## src/include/abx_regs.vh

```
// opcode fields, reset values and file addresses for the add and bit-ops execution unit
// Operation
// RULE1: add immediate to acc, flags C DC Z
// RULE2: and immediate with acc, only Z
// RULE3: add acc with file, d selects destination
// RULE4: and acc with file, d selects, only Z
// RULE5: clear selected file bit, flags untouched
// RULE6: set selected file bit, flags untouched
// RULE7: tested bit one: next instruction runs, one cycle
// RULE8: tested bit zero: next becomes nop, two cycles
// RULE9: taken test costs second cycle as nop
// RULE10: port read-modify-write reads pin levels
// RULE11: timer-zero write clears assigned prescaler
// RULE12: Z on zero result; C bit7, DC bit3
`ifndef ABX_REGS_VH
`define ABX_REGS_VH
`define ABX_OP_ADD_FILE_HI 6'h07
`define ABX_OP_AND_FILE_HI 6'h05
`define ABX_OP_BITCLR_HI 4'h4
`define ABX_OP_BITSET_HI 4'h5
`define ABX_OP_BITTST_HI 4'h6
`define ABX_OP_ADD_IMM_HI 5'h1f
`define ABX_OP_AND_IMM_HI 6'h39
`define ABX_ACC_RST 8'h00
`define ABX_FLAG_RST 1'b0
`define ABX_D_BIT 7
`define ABX_TIMER_ZERO_ADDR 7'h01
`define ABX_PIN_RST 1'b0
`define ABX_PORT_LO_ADDR 7'h05
`define ABX_PORT_HI_ADDR 7'h09
`endif

```

## src/logic/abx_exec.v

```verilog
// execution unit for add, and, bit set/clear and bit-test-skip instructions
`timescale 1ns/100ps
`include "abx_regs.vh"
module abx_exec (
  input wire clk_sys,
  input wire rst,
  input wire instr_valid,
  input wire [13:0] instr_word,
  output wire [6:0] file_addr,
  input wire [7:0] file_rdata,
  input wire [7:0] pin_rdata,
  input wire prescaler_on_timer,
  output reg file_we_q,
  output reg [6:0] file_waddr_q,
  output reg [7:0] file_wdata_q,
  output reg prescaler_clr_q,
  output reg [7:0] acc_q,
  output reg carry_q,
  output reg digit_carry_q,
  output reg zero_q,
  output wire skip_cycle,
  output reg illegal_q
);
  localparam ST_RUN = 2'h1;
  localparam ST_NOP = 2'h2;
  wire is_add_file;
  wire is_and_file;
  wire is_bclr;
  wire is_bset;
  wire is_btst;
  wire is_add_imm;
  wire is_and_imm;
  wire is_known;
  wire dest_file;
  wire [2:0] bit_idx;
  wire [7:0] lit;
  wire is_port;
  wire hits_timer;
  wire [7:0] pin_lvl;
  wire [7:0] src;
  wire [7:0] addend;
  wire [4:0] low_sum;
  wire [8:0] full_sum;
  wire [7:0] and_res;
  wire [7:0] bit_mask;
  wire do_add;
  wire do_and;
  wire go;
  wire nop_slot;
  reg [1:0] state_q;
  reg [1:0] state_d;
  reg skip_d;
  reg [7:0] res;
  reg wr_file;
  reg wr_acc;
  reg [7:0] acc_d;
  reg carry_d;
  reg digit_carry_d;
  reg zero_d;
  genvar gi;

  assign nop_slot = (state_q == ST_NOP);
  assign go = instr_valid & ~nop_slot;
  assign is_add_file = instr_word[13:8] == `ABX_OP_ADD_FILE_HI;
  assign is_and_file = instr_word[13:8] == `ABX_OP_AND_FILE_HI;
  assign is_bclr = instr_word[13:10] == `ABX_OP_BITCLR_HI;
  assign is_bset = instr_word[13:10] == `ABX_OP_BITSET_HI;
  assign is_btst = instr_word[13:10] == `ABX_OP_BITTST_HI;
  assign is_add_imm = instr_word[13:9] == `ABX_OP_ADD_IMM_HI;
  assign is_and_imm = instr_word[13:8] == `ABX_OP_AND_IMM_HI;
  assign is_known = do_add | do_and | is_bclr | is_bset | is_btst;
  assign dest_file = instr_word[`ABX_D_BIT];
  assign bit_idx = instr_word[9:7];
  assign lit = instr_word[7:0];
  assign file_addr = instr_word[6:0];
  assign hits_timer = (file_addr == `ABX_TIMER_ZERO_ADDR);
  // port reads take the pin levels
  assign is_port = (file_addr >= `ABX_PORT_LO_ADDR) && (file_addr <= `ABX_PORT_HI_ADDR); // RULE10
  assign src = is_port ? pin_lvl : file_rdata; // RULE10
  assign addend = (is_add_imm | is_and_imm) ? lit : src;
  assign low_sum = {1'b0, acc_q[3:0]} + {1'b0, addend[3:0]}; // RULE12
  assign full_sum = {1'b0, acc_q} + {1'b0, addend}; // RULE12
  assign and_res = acc_q & addend;
  assign bit_mask = 8'h01 << bit_idx;
  assign do_add = is_add_file | is_add_imm;
  assign do_and = is_and_file | is_and_imm;
  // second cycle of a taken skip behaves as nop
  assign skip_cycle = nop_slot; // RULE9

  // pin levels: four flops, change taken once second and third agree
  generate
    for (gi = 0; gi < 8; gi = gi + 1)
    begin : g_pin_sync
      reg meta_q;
      reg mid_q;
      reg last_q;
      reg lvl_q;
      wire lvl_d;
      assign lvl_d = (mid_q == last_q) ? last_q : lvl_q;
      assign pin_lvl[gi] = lvl_q; // RULE10
      always @(posedge clk_sys)
      begin
        if (rst)
        begin
          meta_q <= `ABX_PIN_RST;
          mid_q <= `ABX_PIN_RST;
          last_q <= `ABX_PIN_RST;
          lvl_q <= `ABX_PIN_RST;
        end
        else
        begin
          meta_q <= pin_rdata[gi];
          mid_q <= meta_q;
          last_q <= mid_q;
          lvl_q <= lvl_d;
        end
      end
    end
  endgenerate

  always @*
  begin
    res = 8'h00;
    wr_file = 1'b0;
    wr_acc = 1'b0;
    skip_d = 1'b0;
    if (go)
    begin
      if (do_add)
      begin
        res = full_sum[7:0]; // RULE1 RULE3
        wr_file = is_add_file & dest_file; // RULE3
        wr_acc = is_add_imm | (is_add_file & ~dest_file); // RULE1 RULE3
      end
      else if (do_and)
      begin
        res = and_res; // RULE2 RULE4
        wr_file = is_and_file & dest_file; // RULE4
        wr_acc = is_and_imm | (is_and_file & ~dest_file); // RULE2 RULE4
      end
      else if (is_bclr)
      begin
        res = src & ~bit_mask; // RULE5
        wr_file = 1'b1;
      end
      else if (is_bset)
      begin
        res = src | bit_mask; // RULE6
        wr_file = 1'b1;
      end
      else if (is_btst)
      begin
        skip_d = ~src[bit_idx]; // RULE7 RULE8
      end
    end
  end

  // next working register and flags
  always @*
  begin
    acc_d = acc_q;
    carry_d = carry_q;
    digit_carry_d = digit_carry_q;
    zero_d = zero_q;
    if (wr_acc)
      acc_d = res;
    if (go & (do_add | do_and))
      zero_d = (res == 8'h00); // RULE12 RULE2 RULE4
    if (go & do_add)
    begin
      carry_d = full_sum[8]; // RULE12
      digit_carry_d = low_sum[4]; // RULE12
    end
  end

  // skip sequencing
  always @*
  begin
    state_d = ST_RUN;
    case (state_q)
      ST_RUN:
      begin
        if (skip_d)
          state_d = ST_NOP; // RULE8
      end
      ST_NOP:
      begin
        state_d = ST_RUN; // RULE9
      end
      default:
      begin
        state_d = ST_RUN;
      end
    endcase
  end

  always @(posedge clk_sys)
  begin
    if (rst)
    begin
      acc_q <= `ABX_ACC_RST;
      carry_q <= `ABX_FLAG_RST;
      digit_carry_q <= `ABX_FLAG_RST;
      zero_q <= `ABX_FLAG_RST;
      state_q <= ST_RUN;
      file_we_q <= 1'b0;
      file_waddr_q <= 7'h00;
      file_wdata_q <= 8'h00;
      prescaler_clr_q <= 1'b0;
      illegal_q <= 1'b0;
    end
    else
    begin
      state_q <= state_d; // RULE8 RULE9
      file_we_q <= wr_file;
      file_waddr_q <= file_addr;
      file_wdata_q <= res;
      prescaler_clr_q <= wr_file & prescaler_on_timer & hits_timer; // RULE11
      illegal_q <= go & ~is_known;
      acc_q <= acc_d;
      carry_q <= carry_d;
      digit_carry_q <= digit_carry_d;
      zero_q <= zero_d;
    end
  end
endmodule // abx_exec

```

## config.mk

```make
export PLATFORM = sky130hd
export DESIGN_NAME = abx_exec
export DESIGN_NICKNAME = d
export VERILOG_FILES = /design/src/logic/abx_exec.v
export VERILOG_INCLUDE_DIRS = /design/src /design/src/include
export SDC_FILE = /design/constraint.sdc
export NUM_CORES = 1
export LEC_CHECK = 0
export ABC_AREA = 1
export BUFFER_PORTS_ARGS = -buffer_cell sky130_fd_sc_hd__buf_2
export CAP_MARGIN = 10
export CORE_ASPECT_RATIO = 0.8
export CORE_MARGIN = 2
export CORE_UTILIZATION = 45
export CTS_BUF_LIST = sky130_fd_sc_hd__clkbuf_8
export DETAILED_ROUTE_END_ITERATION = 8
export PLACE_DENSITY_LB_ADDON = 0.15
export SKIP_LAST_GASP = 1
export SLEW_MARGIN = 40
export SYNTH_ARGS = -nofsm -noshare
export SYNTH_HDL_FRONTEND = slang
export SYNTH_SLANG_ARGS = --single-unit
```

## constraint.sdc

```tcl
create_clock -name clk_sys -period 3.4 [get_ports clk_sys]
set_input_delay 0.34 -clock clk_sys [delete_from_list [all_inputs] [get_ports clk_sys]]
set_output_delay 0.34 -clock clk_sys [all_outputs]
set_load 0.02 [all_outputs]
```

==> results.sh, run 1 <==
export IMPL_drc=0
export IMPL_cts_sinks=63
export IMPL_drive_gt1_share_pct=21.64
export IMPL_synth_nets=487
export IMPL_drv_slew=0
export IMPL_layout_commonest_cell="nor2_1"
export IMPL_io_buffers=70
export IMPL_finalCritPeriodShare_pct=83.31
export IMPL_cts_hold_buf=0
export IMPL_clkSlewWorstSetupHoldPaths_ns=0.07
export IMPL_power_density_mw_per_mm2=460.4
export IMPL_reg2reg_depth=17
export IMPL_wire_per_inst_um=13.49
export IMPL_die_x_um=97.48
export IMPL_initialDrtViolationCount=240
export IMPL_globalplace_congestion=0.9316
export IMPL_drt_wl_total_um=8092
export IMPL_cts_buffer_depth=2
export IMPL_min_period_ns=2.833
export IMPL_peakVddDrop_v=0.0003090
export IMPL_setup_viol=0
export IMPL_max_freq_ghz=0.3530
export IMPL_htree_levels=3
export IMPL_start_util_pct=46.09
export IMPL_status="complete, no violations"
export IMPL_numCtsBuffers=9
export IMPL_cp_start_kind="input port"
export IMPL_synth_distinct_cells=35
export IMPL_rrSetupSlack_ns=0.94
export IMPL_cts_resized=0
export IMPL_worstReg2RegEnd="zero_q"
export IMPL_num_nets_final=551
export IMPL_tns_ns=0
export IMPL_grt_use_total_pct=22.24
export IMPL_grt_max_degree=44
export IMPL_cp_end_kind="register"
export IMPL_grt_pass1_vias=2704
export IMPL_final_core_util_pct=54.51
export IMPL_rsz0062_at_grt="no"
export IMPL_diodes=0
export IMPL_routedLengthMet1_um=4100
export IMPL_synth_top_area_share_pct=40.10
export IMPL_synth_seq_area_share_pct=40.10
export IMPL_vias=3061
export IMPL_startpoint="instr_word[6]"
export IMPL_synth_area_leaders="dfxtp_1, nor2_1, nand2_1"
export IMPL_cts_tree="done"
export IMPL_syn_inst=444
export IMPL_worst_slew_pin_slew_ns=0.6323
export IMPL_post_cts_buffers=0
export IMPL_min_path_cells=3
export IMPL_cp_max_fo=9
export IMPL_p_leak_nw=1.847
export IMPL_ant_nets=0
export IMPL_grt_ovfl_total=0
export IMPL_rr_startpoint="g_pin_sync[0].lvl_q"
export IMPL_met3WireLength_um=760
export IMPL_syn_area_mm2=0.003146
export IMPL_highest_layer="met4"
export IMPL_wl_met2_um=3125
export IMPL_ys_ff_latch=63
export IMPL_io_pins=71
export IMPL_syn_area_per_cell_um2=7.084
export IMPL_dp_hpwl_um=6032
export IMPL_viasPerCell=5.102
export IMPL_worstSetupPathType="in2reg"
export IMPL_ys_warn_count=0
export IMPL_cp_arrival_ns=3.12
export IMPL_core_mm2=0.006824
export IMPL_antenna_found_initial=0
export IMPL_die_h_um=78.78
export IMPL_relSlewSlack_pct=57.71
export IMPL_drv_cap=0
export IMPL_grt_pass1_wl_um=13450
export IMPL_dpl_cell_area_mm2=0.003493
export IMPL_yosysTopAreaCell="dfxtp_1"
export IMPL_fin_area_mm2=0.003720
export IMPL_die_area_mm2=0.007679
export IMPL_holdCritPathClass="in2reg"
export IMPL_clock_latency_ns=0.35
export IMPL_syn_to_final_growth_pct=18.26
export IMPL_final_cell_mix="nor2_1, nand2_1, buf_2, dfxtp_1, inv_1"
export IMPL_endpoint="zero_q"
export IMPL_cts_root_buf="clkbuf_8"
export IMPL_worst_ep_required_time_ns=3.69
export IMPL_drt_first_pass_iters=6
export IMPL_rows=27
export IMPL_clock_skew_ns=0.006716
export IMPL_hold_violations=0
-- flip-flops by register name, summed over array words and instances (netlist names) --
signal / cells
g_pin_sync.meta_q: 8
file_wdata_q: 8
g_pin_sync.mid_q: 8
file_we_q: 1
state_q: 2
zero_q: 1
prescaler_clr_q: 1
digit_carry_q: 1
g_pin_sync.last_q: 8
g_pin_sync.lvl_q: 8
file_waddr_q: 7
carry_q: 1
illegal_q: 1
acc_q: 8
-- how the worst min path moves through the flow --
stage                               startpoint                    to  slack [ns]
after floorplan           g_pin_sync[0].meta_q   g_pin_sync[0].mid_q        0.39
after global placement    g_pin_sync[2].meta_q   g_pin_sync[2].mid_q        0.39
after detailed placement  g_pin_sync[7].meta_q   g_pin_sync[7].mid_q        0.40
after CTS                         pin_rdata[3]  g_pin_sync[3].meta_q        0.19
after global routing              pin_rdata[1]  g_pin_sync[1].meta_q        0.19
final                             pin_rdata[6]  g_pin_sync[6].meta_q        0.19
-- worst max-delay path, cell delays in order --
cell and delay, ns:
buf_2 0.13, inv_1 0.07, nand2_1 0.06, nor2_1 0.15, nand2_2 0.19, nand2_4 0.16, nand2_1 0.09, nand2_1 0.11
nor2_1 0.06, a21oi_1 0.14, ha_1 0.21, inv_1 0.06, fa_1 0.40, inv_1 0.09, nand3_1 0.06, nand3_1 0.13
xnor2_1 0.13, a21oi_1 0.09, nand2_2 0.11, nand2_1 0.05, nor2_1 0.10, nand3_1 0.08, a21oi_2 0.11
-- metrics by stage --
stage          hold slack [ns]  cells  power [mW]  worst slack [ns]
6_report                0.1910    600       1.713            0.5673
5_1_grt                 0.1949    600       1.780            0.2383
4_1_cts                 0.1882    600       1.717            0.5832
3_5_place_dp            0.3956    584      0.9996            0.2497
3_3_place_gp            0.3886    584      0.9986            0.3288
2_1_floorplan           0.3883    444      0.9343            0.7796
-- Yosys cell counts (all sizes together) --
cell	number
nor2	83
nand2	76
inv	64
dfxtp	63
a21oi	38
o21ai	34
nand3	31
buf	12
ha	8
and2	6
clkbuf	6
nand4	4
a31oi	3
nand3b	3
nor3	3
o22ai	3
nor4	2
xnor2	2
fa	1
o21a	1
xor2	1
-- cell families after synthesis --
group	after synthesis	share of synthesized area, %
compound gates	79	13.96
xor+xnor	3	0.8355
fa+ha+maj	9	3.819
buf+inv	82	11.42
flops	63	40.10
simple gates	208	29.87
-- power by group --
| group | internal (mW) | switching, mW | leakage (nW) |
|---|---|---|---|
| Clock | 0.423 | 0.304 | 0.116 |
| Sequential | 0.760 | 0.00964 | 0.515 |
| Combinational | 0.0734 | 0.143 | 1.22 |
| Total | 1.26 | 0.456 | 1.85 |
-- area by class of cell --
| class | instances | area, um2 |
|---|---|---|
| clock buffer | 13 | 178.9 |
| clock inverter | 3 | 47.55 |
| fill | 686 | 3104 |
| inverter | 64 | 240.2 |
| multi-input combinational | 299 | 1525 |
| sequential | 63 | 1261 |
| tap | 87 | 108.9 |
| timing repair buffer | 71 | 357.8 |
-- metal layers --
metal  vias up  GRT usage, %
li1       1539             -
met1      1364         32.90
met2       147         30.21
met3        11         7.658
met4         0         6.528
met5         -             0
Power figures use the tool's default switching activity.
==> run 2, diff against run 1 <==
--- a/config.mk
+++ b/config.mk
@@ -6,7 +6,7 @@
 export SDC_FILE = /design/constraint.sdc
 export NUM_CORES = 1
 export LEC_CHECK = 0
-export ABC_AREA = 1
+export ABC_AREA = 0
 export BUFFER_PORTS_ARGS = -buffer_cell sky130_fd_sc_hd__buf_2
 export CAP_MARGIN = 10
 export CORE_ASPECT_RATIO = 0.8
==> constraint.sdc (replaced) <==
create_clock -name clk_sys -period 2.76 [get_ports clk_sys]
set_input_delay 0.276 -clock clk_sys [delete_from_list [all_inputs] [get_ports clk_sys]]
set_output_delay 0.276 -clock clk_sys [all_outputs]
set_load 0.02 [all_outputs]
==> results.sh, run 2 <==
export IMPL_ys_warn_count=0
export IMPL_syn_inst=339
export IMPL_clock_skew_ns=0.01075
export IMPL_antenna_found_initial=0
export IMPL_vias=2825
export IMPL_holdCritPathClass="in2reg"
export IMPL_finalCritPeriodShare_pct=104.2
export IMPL_finalPower_mw=1.975
export IMPL_p_leak_nw=1.827
export IMPL_synth_seq_area_share_pct=42.66
export IMPL_clkSlewWorstSetupHoldPaths_ns=0.08
export IMPL_status="finished with violations"
export IMPL_drv_cap=0
export IMPL_synth_distinct_cells=53
export IMPL_cts_root_buf="clkbuf_8"
export IMPL_cp_max_fo=3
export IMPL_cts_buffer_depth=2
export IMPL_synth_area_leaders="dfxtp_1, nor2b_1, a21oi_1"
export IMPL_final_core_util_pct=63.32
export IMPL_diodes=0
export IMPL_grt_pass1_wl_um=12850
export IMPL_async_flop_share_pct=0
export IMPL_viasPerCell=5.222
export IMPL_globalplace_congestion=0.9482
export IMPL_clkPwrFrac_pct=37.3
export IMPL_peakVddDrop_v=0.0003057
export IMPL_netSwitchingFraction_pct=27.98
export IMPL_min_period_ns=2.876
export IMPL_finalWorstSetupSlack_ns=-0.1164
export IMPL_cts_hold_buf=0
export IMPL_worstReg2RegEnd="zero_q"
export IMPL_io_pins=71
export IMPL_seq_power_share_pct=47.7
export IMPL_final_cell_mix="buf_2, dfxtp_1, buf_4, nor2_1, nor2b_1"
export IMPL_rrSetupSlack_ns=0.16
export IMPL_syn_to_final_growth_pct=36.56
export IMPL_max_freq_ghz=0.3477
export IMPL_worst_slew_pin_slew_ns=0.6036
export IMPL_synth_edf_count=0
export IMPL_rr_startpoint="g_pin_sync[1].lvl_q"
export IMPL_yosysTopAreaCell="dfxtp_1"
export IMPL_p_comb_share_pct=14.9
export IMPL_synth_top_area_share_pct=42.66
export IMPL_syn_area_per_cell_um2=8.721
export IMPL_grt_ovfl_total=0
export IMPL_die_area_mm2=0.007239
export IMPL_htree_levels=3
export IMPL_drv_slew=0
export IMPL_cp_arrival_ns=3.13
export IMPL_clock_latency_ns=0.35
export IMPL_synth_flop_cell="dfxtp_1"
export IMPL_hold_violations=0
export IMPL_worstSetupPathType="in2reg"
export IMPL_relSlewSlack_pct=59.76
export IMPL_power_density_mw_per_mm2=489.2
export IMPL_startpoint="instr_word[2]"
export IMPL_p_int_mw=1.423
export IMPL_reg2reg_depth=14
export IMPL_rows=26
export IMPL_core_mm2=0.006376
export IMPL_die_h_um=76.50
export IMPL_fill_cells=567
export IMPL_numCtsBuffers=9
export IMPL_whs_ns=0.1304
export IMPL_ant_nets=0
export IMPL_synth_nets=382
export IMPL_setup_viol=4
export IMPL_violations="setup timing"
export IMPL_cp_start_kind="input port"
export IMPL_start_util_pct=46.37
export IMPL_layout_commonest_cell="buf_2"
export IMPL_cts_tree="done"
export IMPL_wire_per_inst_um=14.61
export IMPL_grt_use_total_pct=22.95
export IMPL_cts_sinks=63
export IMPL_syn_area_mm2=0.002957
export IMPL_switchingPower_mw=0.5525
export IMPL_synth_most_common_cell="dfxtp_1"
export IMPL_drt_first_pass_iters=4
export IMPL_grt_pass1_vias=2656
export IMPL_die_x_um=94.63
export IMPL_netlist_top_cells_count="dfxtp_1, a21oi_1, nor2_1"
export IMPL_rsz0062_at_grt="yes"
export IMPL_initialDrtViolationCount=204
export IMPL_drt_wl_total_um=7906
export IMPL_io_buffers=70
export IMPL_dp_hpwl_um=5932
export IMPL_grt_max_degree=52
export IMPL_endpoint="zero_q"
export IMPL_worst_ep_required_time_ns=3.01
export IMPL_drive_gt1_share_pct=37.86
export IMPL_num_nets_final=495
export IMPL_ys_ff_latch=63
export IMPL_cp_end_kind="register"
export IMPL_drc=0
## run 2: changes by cell type after synthesis, sizes merged, moves of 6 or more
| cell | change |
|---|---|
| clkbuf | +7 |
| mux2i | +6 |
| nand3 | -23 |
| a21oi | -6 |
| nand2 | -55 |
| nand2b | +11 |
| nor2 | -50 |
| nor2b | +31 |
| inv | -55 |
| o21ai | -9 |
## run 2: what timing repair did
action / CTS / global route
gates resized for setup: 16 / 8
pin swaps: 15 / 4
buffers inserted: 1 / 2
setup endpoints to repair: 6 / 10
## run 2: area by class of cell
cell class	instances	area, um2	share of cell area [%]
Timing Repair Buffer	125	775.7	19.21
Tap cell	84	105.1	2.603
Clock inverter	6	43.79	1.085
Inverter	9	36.28	0.8987
Sequential cell	63	1261	31.24
Multi-Input combinational cell	244	1678	41.56
Clock buffer	10	137.6	3.409
## run 2: how the worst min path moves through the flow
stage	startpoint	endpoint	depth (start not counted)
2_1_floorplan	instr_word[3]	prescaler_clr_q	1
3_3_place_gp	g_pin_sync[1].meta_q	g_pin_sync[1].mid_q	1
3_5_place_dp	g_pin_sync[1].meta_q	g_pin_sync[1].mid_q	1
4_1_cts	pin_rdata[5]	g_pin_sync[5].meta_q	2
5_1_grt	pin_rdata[7]	g_pin_sync[7].meta_q	2
6_report	pin_rdata[5]	g_pin_sync[5].meta_q	2
## run 2: metal layers
layer  vias to the layer above  routed length [um]  part of all wire, %  track usage [%]
met5                         -                   0                    0                0
met4                         0                  69                 0.87            6.377
met3                         6                 577                  7.3            8.408
met2                        95                3486                   44            33.19
met1                      1317                3772                   48            32.09
li1                       1407                   -                    -                -
## run 2: cell families (layout without fill, tap and decap cells)
| kind of cell | after synthesis | count (layout) | share of synthesized area [%] |
|---|---|---|---|
| xor+xnor | 5 | 5 | 1.481 |
| flops | 63 | 63 | 42.66 |
| compound gates | 93 | 93 | 19.51 |
| fa+ha+maj | 9 | 9 | 4.063 |
| simple gates | 129 | 129 | 23.45 |
| buf+inv | 32 | 150 | 5.036 |
| mux | 8 | 8 | 3.809 |
## run 2: power by group through the flow
stage	Combinational (mW)	Sequential, mW	Clock (mW)
2_1_floorplan	0.149	0.976	0
3_3_place_gp	0.273	0.963	0
3_5_place_dp	0.275	0.964	0
4_1_cts	0.288	0.943	0.757
5_1_grt	0.320	0.945	0.795
6_report	0.295	0.943	0.737
## run 2: critical path: stages
cell      delay [ns]
buf_6           0.09
or3b_4          0.41
o21ai_4         0.09
nand2_4         0.08
mux2i_4         0.19
a21oi_2         0.13
ha_2            0.20
inv_2           0.05
fa_2            0.36
nand2b_4        0.16
a21oi_4         0.15
xor2_1          0.18
a22oi_1         0.09
o21a_1          0.16
nand2b_4        0.15
a31o_4          0.21
a21o_1          0.14
## run 2: metrics by stage
step	area, um2	worst slack [ns]	std cells	setup TNS (ns)
finish	4038	-0.1164	541	-0.2040
floorplan	3033	-0.2164	339	-0.5687
detailed placement	3741	-0.6361	523	-5.324
CTS	3989	-0.08012	540	-0.1552
global route	4038	-0.2206	541	-0.9412
global placement	3741	-0.5047	523	-4.045
==> run 3, diff against run 2 <==
--- a/config.mk
+++ b/config.mk
@@ -11,7 +11,7 @@
 export CAP_MARGIN = 10
 export CORE_ASPECT_RATIO = 0.8
 export CORE_MARGIN = 2
-export CORE_UTILIZATION = 45
+export CORE_UTILIZATION = 50
 export CTS_BUF_LIST = sky130_fd_sc_hd__clkbuf_8
 export DETAILED_ROUTE_END_ITERATION = 8
 export PLACE_DENSITY_LB_ADDON = 0.15
==> results.sh, run 3 (same netlist as run 2, synthesis figures left out) <==
export IMPL_status="finished with violations"
export IMPL_violations="setup timing"
export IMPL_rows=25
export IMPL_cts_root_buf="clkbuf_8"
export IMPL_cp_arrival_ns=3.15
export IMPL_holdCritPathClass="in2reg"
export IMPL_drt_first_pass_iters=4
export IMPL_clock_skew_ns=0.007680
export IMPL_drv_slew=0
export IMPL_viasPerCell=5.286
export IMPL_fin_area_mm2=0.004096
export IMPL_antenna_found_initial=0
export IMPL_p_int_mw=1.429
export IMPL_io_buffers=70
export IMPL_clkSlewWorstSetupHoldPaths_ns=0.07
export IMPL_globalplace_congestion=0.9365
export IMPL_diodes=0
export IMPL_cp_top_family="simple AND/OR/NAND/NOR gates"
export IMPL_netSwitchingFraction_pct=28.28
export IMPL_die_area_mm2=0.006548
export IMPL_reg2reg_depth=14
export IMPL_vias=2881
export IMPL_core_mm2=0.005818
export IMPL_htree_levels=3
export IMPL_relSlewSlack_pct=53.61
export IMPL_p_leak_nw=1.838
export IMPL_rr_startpoint="g_pin_sync[1].lvl_q"
export IMPL_grt_pass1_wl_um=12770
export IMPL_cp_max_fo=4
export IMPL_rsz0062_at_grt="yes"
export IMPL_initialDrtViolationCount=174
export IMPL_clock_latency_ns=0.36
export IMPL_finalPower_mw=1.992
export IMPL_worst_slew_pin_slew_ns=0.6958
export IMPL_endpoint="acc_q[5]"
export IMPL_finalCritPeriodShare_pct=103.4
export IMPL_worstSetupPathType="in2reg"
export IMPL_ant_nets=0
export IMPL_min_period_ns=2.853
export IMPL_cts_tree="done"
export IMPL_worst_ep_required_time_ns=3.05
export IMPL_crit_path_cell_trace="buf_8, or3b_4, o21ai_4, buf_4, buf_6, nand3_1, and2_1, a21oi_2, ha_4, o21ai_1, o21bai_1, a21oi_1, buf_4, xnor2_2, o22ai_2, or3_1, a21oi_1"
export IMPL_clkPwrFrac_pct=37.3
export IMPL_grt_use_total_pct=25.06
export IMPL_final_cell_mix="buf_2, dfxtp_1, buf_4, nor2b_1, nor2_1"
export IMPL_grt_ovfl_total=0
export IMPL_peakVddDrop_v=0.0005444
export IMPL_seq_power_share_pct=47.4
export IMPL_startpoint="instr_word[1]"
export IMPL_final_core_util_pct=70.41
export IMPL_drv_cap=0
export IMPL_crit_cells=17
export IMPL_numCtsBuffers=9
export IMPL_die_h_um=72.78
export IMPL_slowest_stage="or3b_4"
export IMPL_syn_to_final_growth_pct=38.55
export IMPL_cp_start_kind="input port"
export IMPL_num_nets_final=502
export IMPL_grt_pass1_vias=2734
export IMPL_grt_max_degree=52
export IMPL_setup_viol=6
export IMPL_layout_commonest_cell="buf_2"
export IMPL_finalWorstSetupSlack_ns=-0.09297
export IMPL_p_comb_share_pct=15.3
export IMPL_start_util_pct=50.82
export IMPL_dpl_cell_area_mm2=0.003790
export IMPL_cts_buffer_depth=2
export IMPL_max_freq_ghz=0.3505
export IMPL_drc=0
export IMPL_power_density_mw_per_mm2=486.4
export IMPL_worstReg2RegEnd="zero_q"
export IMPL_drive_gt1_share_pct=39.44
export IMPL_cp_end_kind="register"
export IMPL_critPathBufInv=4
export IMPL_cts_sinks=63
export IMPL_hold_violations=0
export IMPL_die_x_um=89.98
export IMPL_max_stage_delay_ns=0.41
export IMPL_rrSetupSlack_ns=0.11
export IMPL_switchingPower_mw=0.5634
export IMPL_dp_hpwl_um=5940
export IMPL_drt_wl_total_um=8145
export IMPL_wire_per_inst_um=14.94
export IMPL_io_pins=71
==> run 3: final cells by class <==
type	count	area [um2]
clock buffers	10	137.6
clock inverters	6	42.54
fillers	501	1722
inverters	9	36.28
multi-input cells	244	1688
flip-flops and latches	63	1261
well taps	81	101.3
repair buffers	132	829.5
==> run 3: how the worst min path moves through the flow <==
stage / from / slack [ns] / to / cells past startpoint
6_report: pin_rdata[1] / 0.12 / g_pin_sync[1].meta_q / 2
5_1_grt: pin_rdata[1] / 0.12 / g_pin_sync[1].meta_q / 2
4_1_cts: pin_rdata[1] / 0.12 / g_pin_sync[1].meta_q / 2
3_5_place_dp: g_pin_sync[2].meta_q / 0.43 / g_pin_sync[2].mid_q / 1
3_3_place_gp: g_pin_sync[1].meta_q / 0.42 / g_pin_sync[1].mid_q / 1
2_1_floorplan: instr_word[3] / 0.35 / prescaler_clr_q / 1
==> run 3: power by group through the flow <==
stage	clock network (mW)	logic [mW]	registers [mW]
after floorplan	0	0.149	0.976
after global placement	0	0.277	0.963
after detailed placement	0	0.280	0.964
after CTS	0.753	0.287	0.943
after global routing	0.795	0.332	0.946
final	0.744	0.305	0.944
==> run 3: what timing repair did <==
action	CTS	global route
buffers inserted	0	2
gates resized for setup	8	19
hold buffers	0	0
endpoints found under the setup margin	5	9
cloned	0	0
pin swaps	6	18
==> run 3: stage by stage <==
| stage | hold WS [ns] | std cells | setup slack, ns | setup TNS (ns) |
|---|---|---|---|---|
| finish | 0.1197 | 545 | -0.09297 | -0.3731 |
| global route | 0.1219 | 545 | -0.2220 | -1.160 |
| CTS | 0.1217 | 543 | -0.04296 | -0.04372 |
| detailed placement | 0.4250 | 527 | -0.5697 | -4.781 |
| global placement | 0.4170 | 527 | -0.5003 | -4.042 |
| floorplan | 0.3518 | 339 | -0.2164 | -0.5687 |
==> run 3: worst register-to-register path: cells and delay by family, from the launching register on <==
kind | cells | cell delay, ns
compound gates | 6 | 0.98
simple gates | 5 | 0.63
flops | 1 | 0.37
fa+ha+maj | 1 | 0.36
xor+xnor | 1 | 0.16
buf+inv | 1 | 0.06
==> run 3: routing by layer <==
metal	global-route usage [%]	up-vias	wire (um)
met5	0	-	0
met4	10.43	0	147
met3	7.128	14	567
met2	39.98	90	3719
met1	32.45	1352	3709
li1	-	1425	-
